## src/pgpio_pkg.sv

```systemverilog
// Package for the port control register block: offsets, field positions, defaults, timing.
// Assumes an I2C front end outside that delivers decoded register writes and reads.
package pgpio_pkg;
	localparam logic [7:0] PGPIO_PAIR_ADDR = 8'h1b;
	localparam logic [7:0] PGPIO_THIRD_ADDR = 8'h1c;
	localparam logic [7:0] PGPIO_PAIR_RESET = 8'h00;
	localparam logic [7:0] PGPIO_THIRD_RESET = 8'h00;
	// Fields of pin_pair_control
	localparam int PGPIO_B_DIR = 7;
	localparam int PGPIO_A_DIR = 6;
	localparam int PGPIO_B_OUT = 5;
	localparam int PGPIO_A_OUT = 4;
	localparam int PGPIO_B_POL = 3;
	localparam int PGPIO_A_POL = 2;
	localparam int PGPIO_A_SBY = 1;
	localparam int PGPIO_A_BUCKA = 0;
	// Fields of third_pin_misc_control
	localparam int PGPIO_C_DIR = 7;
	localparam int PGPIO_C_OUT = 6;
	localparam int PGPIO_AUX_ON = 5;
	localparam int PGPIO_CHG_SEL = 4;
	localparam int PGPIO_UNUSED = 3;
	localparam int PGPIO_B_IRQ = 2;
	localparam int PGPIO_A_IRQ = 1;
	localparam int PGPIO_B_BUCKB = 0;
	// Width of the low pulse on the host interrupt output
	localparam int PGPIO_IRQ_PULSE_NS = 1000;
	localparam int PGPIO_CLK_NS = 8;
	localparam int PGPIO_IRQ_PULSE_CYC = (PGPIO_IRQ_PULSE_NS + PGPIO_CLK_NS - 1) / PGPIO_CLK_NS;
endpackage : pgpio_pkg

```

## src/pgpio_ctrl.sv

```systemverilog
// Port control registers for three open-drain pins of a power-management device.
// Assumes an I2C slave outside decodes transfers into reg_addr/wr_en/wr_data/rd_en strobes.
//
// Contract
// Register at 0x1b holds port A/B controls, all eight bits read/write.
// Register at 0x1c holds port C and misc bits; bit 3 unused.
// Direction bits: cleared input, set output; B bit7, A bit6, C bit7.
// Output level bits for ports B and A: bit5 and bit4, low or high.
// Polarity bits: cleared rising/low, set falling/high; B bit3, A bit2.
// Bit1 lets port A control standby; bit0 lets port A switch buck A.
// Bit6 of 0x1c sets port C output level when it is an output.
// Bit5 of 0x1c switches the auxiliary regulator on or off.
// Bit4 of 0x1c selects charge voltage 4.20 V or 4.36 V.
// Bits 2 and 1 let port B and A edges pull interrupt low.
// Bit0 of 0x1c lets port B switch buck B on or off.
// Host enables only one of interrupt, buck enable, standby on port A.
// Buck enabled only if register and pin both enable; likewise standby.
// Output driven high releases the open-drain pin.
// Enabled edge on interrupt input pulses interrupt output low then high.
// Inputs synchronised before detection; registers reset to cleared defaults.
`timescale 1ns/1ns
module pgpio_ctrl
	import pgpio_pkg::*;
#(
	parameter int IRQ_WIDTH = PGPIO_IRQ_PULSE_CYC
)
(
	input wire logic clk,
	input wire logic rst_n,
	input wire logic [7:0] reg_addr,
	input wire logic wr_en,
	input wire logic [7:0] wr_data,
	input wire logic rd_en,
	output logic [7:0] rd_data,
	output logic rd_valid,
	input wire logic port_a_in,
	output logic port_a_out,
	output logic port_a_oe,
	input wire logic port_b_in,
	output logic port_b_out,
	output logic port_b_oe,
	input wire logic port_c_in,
	output logic port_c_out,
	output logic port_c_oe,
	output logic port_c_level,
	output logic port_c_rise,
	output logic port_c_fall,
	input wire logic buck_a_reg_en,
	input wire logic buck_b_reg_en,
	input wire logic standby_reg_req,
	output logic buck_a_en,
	output logic buck_b_en,
	output logic buck_a_standby,
	output logic buck_b_standby,
	output logic aux_regulator_on,
	output logic charge_voltage_select,
	output logic host_irq_n
);
	logic [7:0] pair_reg;
	logic [7:0] third_reg;
	logic a_lvl;
	logic a_rise;
	logic a_fall;
	logic b_lvl;
	logic b_rise;
	logic b_fall;
	logic a_edge;
	logic b_edge;
	logic a_active;
	logic b_active;
	logic irq_trig;

	// Active pin level: polarity set means high level counts, cleared means low
	function automatic logic pin_active(input logic lvl, input logic pol);
		pin_active = pol ? lvl : ~lvl;
	endfunction : pin_active

	// Selected edge: polarity cleared means rising, set means falling
	function automatic logic pin_edge(input logic r, input logic f, input logic pol);
		pin_edge = pol ? f : r;
	endfunction : pin_edge

	// Register writes; power-up values are all cleared
	always_ff @(posedge clk or negedge rst_n)
	begin
		if (!rst_n)
		begin
			pair_reg <= PGPIO_PAIR_RESET;
			third_reg <= PGPIO_THIRD_RESET;
		end
		else if (wr_en)
		begin
			if (reg_addr == PGPIO_PAIR_ADDR)
				pair_reg <= wr_data;
			else if (reg_addr == PGPIO_THIRD_ADDR)
				third_reg <= wr_data;
		end
	end

	// Reads return stored bits one cycle later; unmapped addresses read zero
	always_ff @(posedge clk or negedge rst_n)
	begin
		if (!rst_n)
		begin
			rd_data <= 8'h00;
			rd_valid <= 1'b0;
		end
		else
		begin
			rd_valid <= rd_en;
			if (rd_en)
			begin
				if (reg_addr == PGPIO_PAIR_ADDR)
					rd_data <= pair_reg;
				else if (reg_addr == PGPIO_THIRD_ADDR)
					rd_data <= third_reg;
				else
					rd_data <= 8'h00;
			end
		end
	end

	// Input conditioning for each pin
	pgpio_sync u_sync_a (
		.clk(clk),
		.rst_n(rst_n),
		.pin_in(port_a_in),
		.level(a_lvl),
		.rise(a_rise),
		.fall(a_fall)
	);

	pgpio_sync u_sync_b (
		.clk(clk),
		.rst_n(rst_n),
		.pin_in(port_b_in),
		.level(b_lvl),
		.rise(b_rise),
		.fall(b_fall)
	);

	pgpio_sync u_sync_c (
		.clk(clk),
		.rst_n(rst_n),
		.pin_in(port_c_in),
		.level(port_c_level),
		.rise(port_c_rise),
		.fall(port_c_fall)
	);

	// Open drain: only a low level is driven, a high level releases the pin
	assign port_a_out = 1'b0;
	assign port_b_out = 1'b0;
	assign port_c_out = 1'b0;
	assign port_a_oe = pair_reg[PGPIO_A_DIR] & ~pair_reg[PGPIO_A_OUT];
	assign port_b_oe = pair_reg[PGPIO_B_DIR] & ~pair_reg[PGPIO_B_OUT];
	assign port_c_oe = third_reg[PGPIO_C_DIR] & ~third_reg[PGPIO_C_OUT];

	// Pin commands only count while the pin is an input
	assign a_active = ~pair_reg[PGPIO_A_DIR] & pin_active(a_lvl, pair_reg[PGPIO_A_POL]);
	assign b_active = ~pair_reg[PGPIO_B_DIR] & pin_active(b_lvl, pair_reg[PGPIO_B_POL]);

	// Both register and pin must agree; a pin not given control never blocks
	always_ff @(posedge clk or negedge rst_n)
	begin
		if (!rst_n)
		begin
			buck_a_en <= 1'b0;
			buck_b_en <= 1'b0;
			buck_a_standby <= 1'b0;
			buck_b_standby <= 1'b0;
		end
		else
		begin
			buck_a_en <= buck_a_reg_en & (~pair_reg[PGPIO_A_BUCKA] | a_active);
			buck_b_en <= buck_b_reg_en & (~third_reg[PGPIO_B_BUCKB] | b_active);
			buck_a_standby <= standby_reg_req & (~pair_reg[PGPIO_A_SBY] | a_active);
			buck_b_standby <= standby_reg_req & (~pair_reg[PGPIO_A_SBY] | a_active);
		end
	end

	// Miscellaneous control levels
	assign aux_regulator_on = third_reg[PGPIO_AUX_ON];
	assign charge_voltage_select = third_reg[PGPIO_CHG_SEL];

	// Interrupt edges: pin must be an input with its interrupt enabled
	assign a_edge = third_reg[PGPIO_A_IRQ] & ~pair_reg[PGPIO_A_DIR]
		& pin_edge(a_rise, a_fall, pair_reg[PGPIO_A_POL]);
	assign b_edge = third_reg[PGPIO_B_IRQ] & ~pair_reg[PGPIO_B_DIR]
		& pin_edge(b_rise, b_fall, pair_reg[PGPIO_B_POL]);
	assign irq_trig = a_edge | b_edge;

	// Fixed-width low pulse so the host sees a clean high-low-high
	pgpio_pulse #(
		.WIDTH(IRQ_WIDTH)
	) u_pulse (
		.clk(clk),
		.rst_n(rst_n),
		.trig(irq_trig),
		.out_n(host_irq_n)
	);
endmodule : pgpio_ctrl

```

## src/pgpio_pulse.sv

```systemverilog
// Stretches a one-cycle request into a fixed-width active-low pulse.
// Assumes requests arriving during a pulse may merge into it.
`timescale 1ns/1ns
module pgpio_pulse
	import pgpio_pkg::*;
#(
	parameter int WIDTH = PGPIO_IRQ_PULSE_CYC
)
(
	input wire logic clk,
	input wire logic rst_n,
	input wire logic trig,
	output logic out_n
);
	logic [15:0] cnt_reg;

	// Restart on every trigger so a late edge is never lost
	always_ff @(posedge clk or negedge rst_n)
	begin
		if (!rst_n)
			cnt_reg <= 16'h0000;
		else if (trig)
			cnt_reg <= 16'(WIDTH);
		else if (cnt_reg != 16'h0000)
			cnt_reg <= cnt_reg - 16'h0001;
	end

	always_ff @(posedge clk or negedge rst_n)
	begin
		if (!rst_n)
			out_n <= 1'b1;
		else
			out_n <= ~(trig | (cnt_reg > 16'h0001));
	end
endmodule : pgpio_pulse

```

## src/pgpio_sync.sv

```systemverilog
// Two-flop synchroniser with edge detection on the settled level.
// Assumes the pin is driven by an external party at any time.
`timescale 1ns/1ns
module pgpio_sync
	import pgpio_pkg::*;
(
	input wire logic clk,
	input wire logic rst_n,
	input wire logic pin_in,
	output logic level,
	output logic rise,
	output logic fall
);
	logic meta_reg;
	logic sync_reg;
	logic prev_reg;

	// First flop is read only by the second
	always_ff @(posedge clk or negedge rst_n)
	begin
		if (!rst_n)
		begin
			meta_reg <= 1'b1;
			sync_reg <= 1'b1;
			prev_reg <= 1'b1;
		end
		else
		begin
			meta_reg <= pin_in;
			sync_reg <= meta_reg;
			prev_reg <= sync_reg;
		end
	end

	assign level = sync_reg;
	assign rise = sync_reg & ~prev_reg;
	assign fall = ~sync_reg & prev_reg;
endmodule : pgpio_sync
```

## config.mk

```make
export PLATFORM = sky130hd
export DESIGN_NAME = pgpio_ctrl
export DESIGN_NICKNAME = d
export VERILOG_FILES = /design/src/pgpio_pkg.sv /design/src/pgpio_ctrl.sv /design/src/pgpio_pulse.sv /design/src/pgpio_sync.sv
export SDC_FILE = /design/constraint.sdc
export NUM_CORES = 1
export LEC_CHECK = 0
export ABC_CLOCK_PERIOD_IN_PS = 2350
export BUFFER_PORTS_ARGS = -buffer_cell sky130_fd_sc_hd__buf_2
export CAP_MARGIN = 30
export CORE_UTILIZATION = 54
export CTS_CLUSTER_SIZE = 24
export DETAILED_ROUTE_END_ITERATION = 7
export PLACE_DENSITY = 0.8
export SETUP_SLACK_MARGIN = 0.5
export SLEW_MARGIN = 20
export SYNTH_ARGS = -nofsm -noshare
export SYNTH_HDL_FRONTEND = slang
export SYNTH_SLANG_ARGS = --single-unit
```

## constraint.sdc

```tcl
create_clock -name clk -period 2.35 [get_ports clk]
set_input_delay 0.47 -clock clk [delete_from_list [all_inputs] [get_ports clk]]
set_output_delay 0.47 -clock clk [all_outputs]
set_load 0.005 [all_outputs]
```

==> summary.md, run 1 <==
| Metric | Value |
|---|---|
| Startpoint of the worst setup timing path | `u_pulse.cnt_reg[1]` |
| Setup repair after global routing missed its margin | `true` |
| Root Buffer | `clkbuf_8` |
| Transition time at the pin with the least slew margin | `0.656 ns` |
| WL per Instance | `16.4 um` |
| Count of nets left with antenna violations after detail routing | `0` |
| Die span in y | `just under 70 um` |
| Sum of routed wire length over all layers | `5300 um` |
| Nets | `297` |
| Port Buffer Count | `47` |
| Static leakage | `roughly 1.4 nW` |
| Reg2Reg Depth | `5` |
| Antenna Diode Count | `0` |
| Worst ir drop on vdd | `0.560 mV` |
| Initial antenna violation count | `0` |
| Placer congestion estimate | `0.890` |
| Iteration-0 DRC Markers | `90` |
| Number of failing hold endpoints at the final stage | `0` |
| DR vias | `approximately 1.8k` |
| H-tree level count | `2` |
| Crit Path Category | `flip-flop to flip-flop` |
| Number of ports placed on the die boundary | `51` |
| Average cell area after synthesis | `11.9 um^2` |
| Critical path data required time | `2.58 ns` |
| Pin count of the biggest net entering global routing | `55` |
| Final core utilization | `0.677` |
| Fin Setup TNS | `0 ns` |
| Max-cap violations | `0` |
| Minimum setup slack among reg-to-reg paths | `0.33 ns` |
| Final Max Tran Viols | `0` |
| Number of enable-type register cells in the synthesized netlist | `0` |
| Upper clock frequency limit | `0.494 GHz` |
| Launch instance of the worst min-delay path | `port_b_in` |
| Finish-stage setup viols | `0` |
| Worst setup skew after layout | `0.00838 ns` |
| Pwr dens | `908 nW/um^2` |
| Floorplan die width | `69.1 um` |
| Grt total ovfl | `0` |
| Initial DRT Pass Iterations | `4` |
| Maximum fanout encountered on the critical timing path | `7` |
| Synthesized netlist cell count | `approximately 200` |
| Fin crit period | `2.02 ns` |
| Arrival time at the worst endpoint | `2.26 ns` |
| Post-route standard cell area excluding fillers | `2950 um^2` |
| Synth unique cells | `50` |
| Share of the clock period used by the worst path | `0.861` |
| Flip-flop and latch count after synthesis | `54` |
| Critical-path cell with the highest stage delay | `or4_4` |
| Clock latency on the worst-skew pair | `0.31 ns` |
| Wire length of the first global-routing pass | `a little over 8000 um` |
| CP startpoint kind | `flip-flop` |
| CTS tree | `built` |
| Worst reg2reg path endpoint | `u_pulse.cnt_reg[13]` |
| Critical Path End Type | `flip-flop` |
| Area overhead of the layout relative to synthesis | `21.2%` |
| Avg Vias per Cell | `5.70` |
| Proportion of synthesized flip-flops having asynchronous set or reset | `1.00` |
| Synthesis Warnings | `0` |
| Total global-route track usage | `0.219` |
| Hpwl dp | `between 3000 and 4000 um` |
| Synthesized area | `2430 um^2` |
| Main flop type after synthesis | `dfrtp_1` |
| Sequential-to-total area share from yosys stat | `0.561` |
| Longest Clk Path Bufs | `2` |
| DR DRC count | `0` |
| Beginning of the worst register-to-register path | `u_pulse.cnt_reg[1]` |
| Num CTS Buffers | `5` |
| Clock edge transition at the registers on the reported setup and hold paths | `0.09 ns` |
| DP Area | `2720 um^2` |
| Area enclosed by the die boundary | `~4800 um^2` |
| Classification of the worst-slack hold path | `primary input to flip-flop` |
| Flip-flop count of the largest register, all copies and words added | `16` |
| Ratio of cells with drive above 1 in the final layout | `0.422` |
| Placeable core area | `4350 um^2` |
| Status | `finished clean` |
| Fill cell instance count of the final layout | `about 320` |
| Via count of the first global-routing pass | `between 1.5k and 2k` |
| Number of cells traversed by the worst hold path | `1` |
| End point of the worst hold path | `u_sync_b.meta_reg` |
| Worst slew slack as a fraction of its limit | `0.563` |
| Chain of cells forming the critical path | `buf_6, or4_4, a311o_2, or3_1, a21oi_1` |
| CTS sink cnt | `54` |
| Standard-cell row count | `24` |
| Max stage delay on crit path | `roughly 0.54 ns` |
| Initial cell density of the core | `0.559` |
timing repair:
item	CTS	global route
hold buffers	0	0
buffers inserted	10	6
setup endpoints to repair	7	12
pin swaps	7	6
gates resized for setup	8	3
worst max-delay path, delay by kind of cell (launching register included):
kind,cells,cell delay (ns)
flip-flops,1,0.41
buffers and inverters,1,0.12
AND/OR/NAND/NOR,2,0.90
AO/OA/AOI/OAI,2,0.51
how the worst max path moves through the flow:
| stage | end | slack, ns | depth (start not counted) |
|---|---|---|---|
| 2_1_floorplan | u_pulse.cnt_reg[14] | 0.39 | 6 |
| 3_3_place_gp | u_pulse.cnt_reg[14] | 0.34 | 6 |
| 3_5_place_dp | u_pulse.cnt_reg[14] | 0.25 | 6 |
| 4_1_cts | u_pulse.cnt_reg[14] | 0.33 | 6 |
| 5_1_grt | u_pulse.cnt_reg[13] | 0.26 | 5 |
| 6_report | u_pulse.cnt_reg[13] | 0.33 | 5 |
cell usage after synthesis (all sizes together) (2+ instances only):
library cell  instances  area share
a2111oi               2      0.0072
a211o                 2      0.0072
a211oi                2      0.0062
a21boi                2      0.0062
a21oi                 6       0.012
a22oi                 8       0.025
buf                   5       0.014
clkbuf                3      0.0046
dfrtp                44        0.45
dfstp                10        0.11
ha                    2       0.010
inv                  11       0.017
mux2                 16       0.074
nand2                 5      0.0077
nand2b                6       0.015
nand4                 4       0.010
nor2                  9       0.014
nor2b                 6       0.015
nor3                  2      0.0041
nor3b                 3       0.011
nor4                  5       0.025
o211ai                3      0.0093
o21ai                 6       0.012
o22ai                 9       0.023
o31ai                 2      0.0062
or2                   2      0.0051
or3                   7       0.020
or4                   4       0.015
xnor2                 4       0.014
layout make-up:
cell class | count | area [um^2] | area share
inverter | 11 | 41.3 | 0.0140
clock buffer | 6 | 72.6 | 0.0246
multi-input combinational | 133 | 1020 | 0.347
timing repair buffer | 64 | 370 | 0.126
tap | 52 | 65.1 | 0.0221
clock inverter | 2 | 10.0 | 0.00339
sequential | 54 | 1370 | 0.463
per-stage QoR:
stage	instances	worst slack, ns	hold slack [ns]	total power [mW]
CTS	316	0.329	0.244	2.56
global placement	298	0.345	0.346	1.90
finish	322	0.326	0.246	2.68
detailed placement	298	0.255	0.347	1.93
floorplan	206	0.389	0.174	1.74
global route	322	0.261	0.238	2.83
layout by cell type, fill, tap and decap left out, types with 2 or more instances in the layout:
cell type and n:
or2_2 2, or3_1 6, dfrtp_2 2, clkbuf_8 5, nor2b_1 6, o31ai_1 2, nor3b_2 2, buf_2 47
inv_1 9, o211ai_1 3, or4_4 3, a211oi_1 2, nor2_1 9, buf_4 15, xnor2_1 4, a22oi_1 8
mux2_2 14, nand4_1 4, a21oi_1 5, mux2_1 2, nor4_1 3, o21ai_0 5, o22ai_1 9, buf_6 2
nor3_1 2, nand2_1 5, dfrtp_1 42, nor4_4 2, dfstp_2 10, conb_1 3, clkinv_2 2, inv_2 2
a211o_1 2, nand2b_1 6, a21boi_0 2
power by group:
| group | switching [mW] | internal, mW | total (mW) |
|---|---|---|---|
| registers | 0.208 | 1.09 | 1.30 |
| clock network | 0.296 | 0.207 | 0.504 |
| logic | 0.402 | 0.474 | 0.876 |
| total | 0.906 | 1.77 | 2.68 |
cell families after synthesis:
logic type	Yosys count	synth area share
and+or+nand+nor	60	0.166
DFF	54	0.561
AOI/OAI and AO/OA	46	0.130
buffers and inverters	19	0.0355
muxes	17	0.0782
xor gates and xnor gates	5	0.0180
adders and majority gates	2	0.0103
other	1	0.00154
per-layer routing:
metal / global-route usage / vias up / part of all wire
li1: - / 875 / -
met1: 0.318 / 912 / 0.48
met2: 0.325 / 42 / 0.47
met3: 0.0395 / 8 / 0.030
met4: 0.0907 / 0 / 0.017
met5: 0 / - / 0
(Power assumes the default switching activity.)
==> inputs of run 2 (changes only) <==
--- a/config.mk
+++ b/config.mk
@@ -5,7 +5,7 @@
 export SDC_FILE = /design/constraint.sdc
 export NUM_CORES = 1
 export LEC_CHECK = 0
-export ABC_CLOCK_PERIOD_IN_PS = 2350
+export ABC_CLOCK_PERIOD_IN_PS = 2100
 export BUFFER_PORTS_ARGS = -buffer_cell sky130_fd_sc_hd__buf_2
 export CAP_MARGIN = 30
 export CORE_UTILIZATION = 54
==> constraint.sdc (replaced) <==
create_clock -name clk -period 2.1 [get_ports clk]
set_input_delay 0.42 -clock clk [delete_from_list [all_inputs] [get_ports clk]]
set_output_delay 0.42 -clock clk [all_outputs]
set_load 0.005 [all_outputs]
==> run 2 against run 1 <==
Design area grew 4.8%. Maximum frequency shrank 2.8%. Largest cell class unchanged. Final cell count grew 2.2%. First-iteration DRC count grew 83%. Critical path type unchanged. Utilization grew 3.2 points. Setup slack lost 0.31 ns. Via count grew 4.8%. Register-to-register slack lost 0.31 ns. Critical path depth is the same. Flip-flop and latch count is the same. Combinational power grew 47%. Sequential share of layout area shrank 2.1 points.
==> summary.md, run 2 (synthesis results as in run 1) <==
| Metric | Value |
|---|---|
| Maximum fanout encountered on the critical timing path | `7` |
| Avg Vias per Cell | `5.85` |
| Critical Path End Type | `flip-flop` |
| H-tree level count | `2` |
| Area overhead of the layout relative to synthesis | `27.0%` |
| Worst Setup Slack post-DPL | `~0.027 ns` |
| Most used cells in the layout excluding fill and tap cells | `buf_2, dfrtp_1, buf_4` |
| Clock latency on the worst-skew pair | `0.32 ns` |
| Initial DRT Pass Iterations | `4` |
| Arrival time at the worst endpoint | `2.33 ns` |
| Final core utilization | `0.709` |
| Crit Path Category | `flip-flop to flip-flop` |
| Worst slew slack as a fraction of its limit | `0.645` |
| Max stage delay on crit path | `0.54 ns` |
| Nets | `304` |
| Status | `finished clean` |
| Setup repair after global routing missed its margin | `true` |
| Flip-flop count of the largest register, all copies and words added | `16` |
| Iteration-0 DRC Markers | `around 170` |
| Hold WS | `just over 0.03 ns` |
| Via count of the first global-routing pass | `1956` |
| Worst ir drop on vdd | `0.605 mV` |
| Critical-path cell with the highest stage delay | `or4_4` |
| DR DRC count | `0` |
| Root Buffer | `clkbuf_8` |
| Standard-cell row count | `24` |
| Hpwl dp | `3620 um` |
| Die span in y | `69.1 um` |
| Port Buffer Count | `47` |
| Number of ports placed on the die boundary | `51` |
| Wire length on met2 | `2790 um` |
| Floorplan die width | `69.1 um` |
| Area enclosed by the die boundary | `4780 um^2` |
| Wire length of the first global-routing pass | `9100 um` |
| Count of nets left with antenna violations after detail routing | `0` |
| Finish-stage setup viols | `0` |
| Critical path data required time | `2.35 ns` |
| Beginning of the worst register-to-register path | `u_pulse.cnt_reg[0]` |
| Classification of the worst-slack hold path | `primary input to asynchronous set/reset pin` |
| Chain of cells forming the critical path | `buf_6, or4_4, a311o_1, or3_1, a21oi_2` |
| Count of buffering cells on the critical path with inverters included | `1` |
| Most common cell after layout, fill and taps aside | `buf_2` |
| Routed met1 length | `2380 um` |
| Num CTS Buffers | `5` |
| Grt total ovfl | `0` |
| Pin count of the biggest net entering global routing | `21` |
| Initial cell density of the core | `0.559` |
| Fill cell instance count of the final layout | `309` |
| CTS tree | `built` |
| Static leakage | `between 1 and 1.5 nW` |
| Pwr dens | `1090 nW/um^2` |
| DR vias | `1925` |
| Share of the clock period used by the worst path | `0.992` |
| Initial antenna violation count | `0` |
| Met3 wire length | `approximately 210 um` |
| Placer congestion estimate | `0.876` |
| Total global-route track usage | `0.241` |
| Ratio of cells with drive above 1 in the final layout | `0.466` |
| Max-cap violations | `0` |
| Fin crit period | `2.08 ns` |
| Sum of routed wire length over all layers | `5480 um` |
| Clock edge transition at the registers on the reported setup and hold paths | `0.09 ns` |
| Antenna Diode Count | `0` |
| CTS sink cnt | `54` |
| CP startpoint kind | `flip-flop` |
| Longest Clk Path Bufs | `2` |
| Family of cells with the greatest summed delay on the critical path | `simple AND/OR/NAND/NOR gates` |
| Number of failing hold endpoints at the final stage | `0` |
| Upper clock frequency limit | `0.480 GHz` |
| Final Max Tran Viols | `0` |
| Placeable core area | `between 4000 and 5000 um^2` |
| Top Layer Used | `met4` |
| Worst setup slack after layout | `between 0.015 and 0.02 ns` |
| Worst setup skew after layout | `between 0.007 and 0.008 ns` |
| Startpoint of the worst setup timing path | `u_pulse.cnt_reg[0]` |
| WL per Instance | `about 17 um` |
| Transition time at the pin with the least slew margin | `0.528 ns` |
## run 2: changes by cell type in the layout (fill, tap and decap cells not counted), sizes merged
cell    previous run  this run
clkinv             2         1
buf               64        71
clkbuf             6         7
## run 2: layout make-up
class / instances / area [um^2] / share of cell area
clock buffer: 7 / 86.3 / 0.0279
clock inverter: 1 / 5.00 / 0.00162
inverter: 11 / 41.3 / 0.0134
multi-input combinational: 133 / 1100 / 0.356
sequential: 54 / 1370 / 0.443
tap: 52 / 65.1 / 0.0211
timing repair buffer: 71 / 423 / 0.137
## run 2: per-layer routing
metal | vias up | track usage
met5 | - | 0
met4 | 0 | 0.0771
met3 | 10 | 0.0585
met2 | 55 | 0.399
met1 | 972 | 0.314
li1 | 888 | -
## run 2: power breakdown
part           leakage, nW  total (mW)  internal [mW]  switching (mW)
logic                0.687        1.29          0.689           0.601
registers            0.682        1.47           1.22           0.254
clock network       0.0482       0.595          0.267           0.328
## run 2: repair_timing
item / CTS / global route
setup endpoints to repair: 24 / 17
resized for setup: 9 / 15
hold buffers: 0 / 0
pin swaps: 8 / 11
buffers inserted: 8 / 10
## run 2: final timing paths
kind | to | slack (ns) | cells past startpoint
worst min register to register | u_sync_b.level | 0.36 | 0
worst max-delay path | u_pulse.cnt_reg[9] | 0.02 | 5
min in group clk | u_sync_a.meta_reg | 0.19 | 1
worst max register to register | u_pulse.cnt_reg[9] | 0.02 | 5
worst min-delay path | rd_data[0] | 0.03 | 1
max in group asynchronous | u_sync_b.prev_reg | 1.39 | 2
## run 2: per-stage QoR
step	total power, mW	instances	cell area, um^2	TNS (ns)
4_1_cts	2.98	319	2950	0
3_3_place_gp	2.16	303	2750	0
6_report	3.36	329	3090	0
3_5_place_dp	2.21	303	2750	0
5_1_grt	3.52	329	3090	-0.0952
2_1_floorplan	1.95	206	2450	0
==> inputs of run 3 (changes only) <==
--- a/config.mk
+++ b/config.mk
@@ -5,13 +5,14 @@
 export SDC_FILE = /design/constraint.sdc
 export NUM_CORES = 1
 export LEC_CHECK = 0
-export ABC_CLOCK_PERIOD_IN_PS = 2100
+export ABC_CLOCK_PERIOD_IN_PS = 1700
 export BUFFER_PORTS_ARGS = -buffer_cell sky130_fd_sc_hd__buf_2
 export CAP_MARGIN = 30
-export CORE_UTILIZATION = 54
+export CORE_ASPECT_RATIO = 1.25
+export CORE_UTILIZATION = 49
 export CTS_CLUSTER_SIZE = 24
 export DETAILED_ROUTE_END_ITERATION = 7
-export PLACE_DENSITY = 0.8
+export PLACE_DENSITY = 0.77
 export SETUP_SLACK_MARGIN = 0.5
 export SLEW_MARGIN = 20
 export SYNTH_ARGS = -nofsm -noshare
==> constraint.sdc (replaced) <==
create_clock -name clk -period 1.7 [get_ports clk]
set_input_delay 0.34 -clock clk [delete_from_list [all_inputs] [get_ports clk]]
set_output_delay 0.34 -clock clk [all_outputs]
set_load 0.005 [all_outputs]
==> run 3 against run 2 <==
The flow now finishes with violations (setup timing). Maximum frequency grew 5.2%. Critical path depth grew 2. Sequential power grew 15%. Global-route usage shrank 1.9 points. Power grew 34%. Utilization grew 1.9 points. Largest cell class unchanged. Highest routed layer unchanged.
==> summary.md, run 3 (synthesis results as in run 1) <==
| Metric | Value |
|---|---|
| Status | `finished, violations left` |
| Failing checks | `setup timing` |
| Classification of the worst-slack hold path | `primary input to flip-flop` |
| Grt total ovfl | `0` |
| Longest Clk Path Bufs | `2` |
| Clock latency on the worst-skew pair | `about 0.31 ns` |
| Worst reg2reg path endpoint | `u_pulse.cnt_reg[14]` |
| CTS sink cnt | `54` |
| H-tree level count | `2` |
| Pwr dens | `1290 nW/um^2` |
| Max stage delay on crit path | `approximately 0.42 ns` |
| Fin crit period | `approximately 2 ns` |
| Post-route standard cell area excluding fillers | `around 3500 um^2` |
| Chain of cells forming the critical path | `inv_2, ha_4, or3b_4, or3_4, buf_4, o31ai_1, a21oi_2` |
| Most used cells in the layout excluding fill and tap cells | `buf_2, dfrtp_1, buf_4` |
| Critical Path End Type | `flip-flop` |
| Die span in y | `80.8 um` |
| Floorplan die width | `about 65 um` |
| End point of the worst hold path | `u_sync_c.meta_reg` |
| Critical path data required time | `1.89 ns` |
| Hold WS | `0.122 ns` |
| Initial DRT Pass Iterations | `4` |
| CP startpoint kind | `flip-flop` |
| Upper clock frequency limit | `0.505 GHz` |
| Crit Path Category | `flip-flop to flip-flop` |
| CTS tree | `built` |
| Minimum setup slack among reg-to-reg paths | `-0.28 ns` |
| Critical-path cell with the highest stage delay | `dfrtp_1` |
| Port Buffer Count | `47` |
| Sum of routed wire length over all layers | `just over 6000 um` |
| Worst ir drop on vdd | `1.07 mV` |
| Maximum fanout encountered on the critical timing path | `4` |
| Number of failing hold endpoints at the final stage | `0` |
| Final Max Tran Viols | `0` |
| Antenna Diode Count | `0` |
| Clock edge transition at the registers on the reported setup and hold paths | `roughly 0.09 ns` |
| Total global-route track usage | `0.223` |
| Launch instance of the worst min-delay path | `port_c_in` |
| Beginning of the worst register-to-register path | `u_pulse.cnt_reg[0]` |
| Family of cells with the greatest summed delay on the critical path | `simple AND/OR/NAND/NOR gates` |
| Area enclosed by the die boundary | `5250 um^2` |
| Most common cell after layout, fill and taps aside | `buf_2` |
| Fill cell instance count of the final layout | `a little over 300` |
| Arrival time at the worst endpoint | `2.17 ns` |
| Finish-stage setup viols | `11` |
| Reg2Reg Depth | `7` |
| DR DRC count | `0` |
| Pin count of the biggest net entering global routing | `40` |
| Num CTS Buffers | `5` |
| Flip-flop count of the largest register, all copies and words added | `16` |
| DP Area | `2980 um^2` |
| Count of nets left with antenna violations after detail routing | `0` |
| Number of ports placed on the die boundary | `51` |
| Count of buffering cells on the critical path with inverters included | `2` |
| Iteration-0 DRC Markers | `138` |
| Placed cells | `330` |
| Root Buffer | `clkbuf_8` |
| DR vias | `approximately 2.1k` |
| Static leakage | `1.63 nW` |
| Layout Cells excl Fill | `365` |
| Share of the clock period used by the worst path | `1.17` |
| Worst setup skew after layout | `0.00469 ns` |
| Setup repair after global routing missed its margin | `true` |
| WL per Instance | `16.7 um` |
| Initial antenna violation count | `0` |
| Wire length of the first global-routing pass | `8800 um` |
| Area overhead of the layout relative to synthesis | `42.7%` |
| Number of cells traversed by the worst hold path | `1` |
| Via count of the first global-routing pass | `between 1.5k and 2k` |
| Initial cell density of the core | `0.511` |
| Nets | `332` |
| Avg Vias per Cell | `between 5 and 6` |
| Max-cap violations | `0` |
| Final core utilization | `0.729` |
| Worst setup slack after layout | `-0.281 ns` |
| Placer congestion estimate | `0.853` |
| Standard-cell row count | `28` |
| Hpwl dp | `3650 um` |
| Ratio of cells with drive above 1 in the final layout | `0.561` |
| Placeable core area | `4760 um^2` |
[run 3: timing repair]
item,4_1_cts,5_1_grt
pin swaps,7,6
endpoints found under the setup margin,32,26
setup buffers,14,12
hold endpoints to repair,8,0
hold buffers,1,0
gates resized for setup,21,20
[run 3: worst max-delay path by stage]
stage,start,endpoint,slack (ns),depth (start not counted)
after floorplan,u_pulse.cnt_reg[0],u_pulse.cnt_reg[14],-0.26,6
after global placement,u_pulse.cnt_reg[0],u_pulse.cnt_reg[10],-0.35,7
after detailed placement,u_pulse.cnt_reg[0],u_pulse.cnt_reg[10],-0.39,7
after CTS,u_pulse.cnt_reg[0],u_pulse.cnt_reg[14],-0.22,6
after global routing,u_pulse.cnt_reg[0],u_pulse.cnt_reg[14],-0.31,7
final,u_pulse.cnt_reg[0],u_pulse.cnt_reg[14],-0.28,7
[run 3: power by group]
part | internal [mW] | switching (mW) | total (mW)
Combinational | 1.02 | 0.924 | 1.94
Clock | 0.440 | 0.411 | 0.851
Sequential | 1.50 | 0.189 | 1.69
[run 3: routing by layer]
layer	part of all wire	global-route usage	wire, um	up-vias
met5	0	0	0	-
met4	0.027	0.104	162	0
met3	0.042	0.0449	259	15
met2	0.53	0.391	3250	67
met1	0.40	0.261	2430	1044
li1	-	-	-	942
[run 3: final cells by class]
type	instances	area (um^2)	share of cell area
multi-input combinational	133	1200	0.345
timing repair buffer	99	686	0.197
clock inverter	2	37.5	0.0108
clock buffer	6	72.6	0.0209
sequential	54	1360	0.393
tap	60	75.1	0.0216
inverter	11	41.3	0.0119
[run 3: through the flow]
step                setup WS, ns  TNS [ns]  total power, mW
floorplan                 -0.261    -0.974             2.42
global placement          -0.346     -1.72             2.94
detailed placement        -0.391     -1.81             2.97
CTS                       -0.221     -1.38             4.12
global route              -0.312     -2.35             4.69
finish                    -0.281     -1.81             4.49
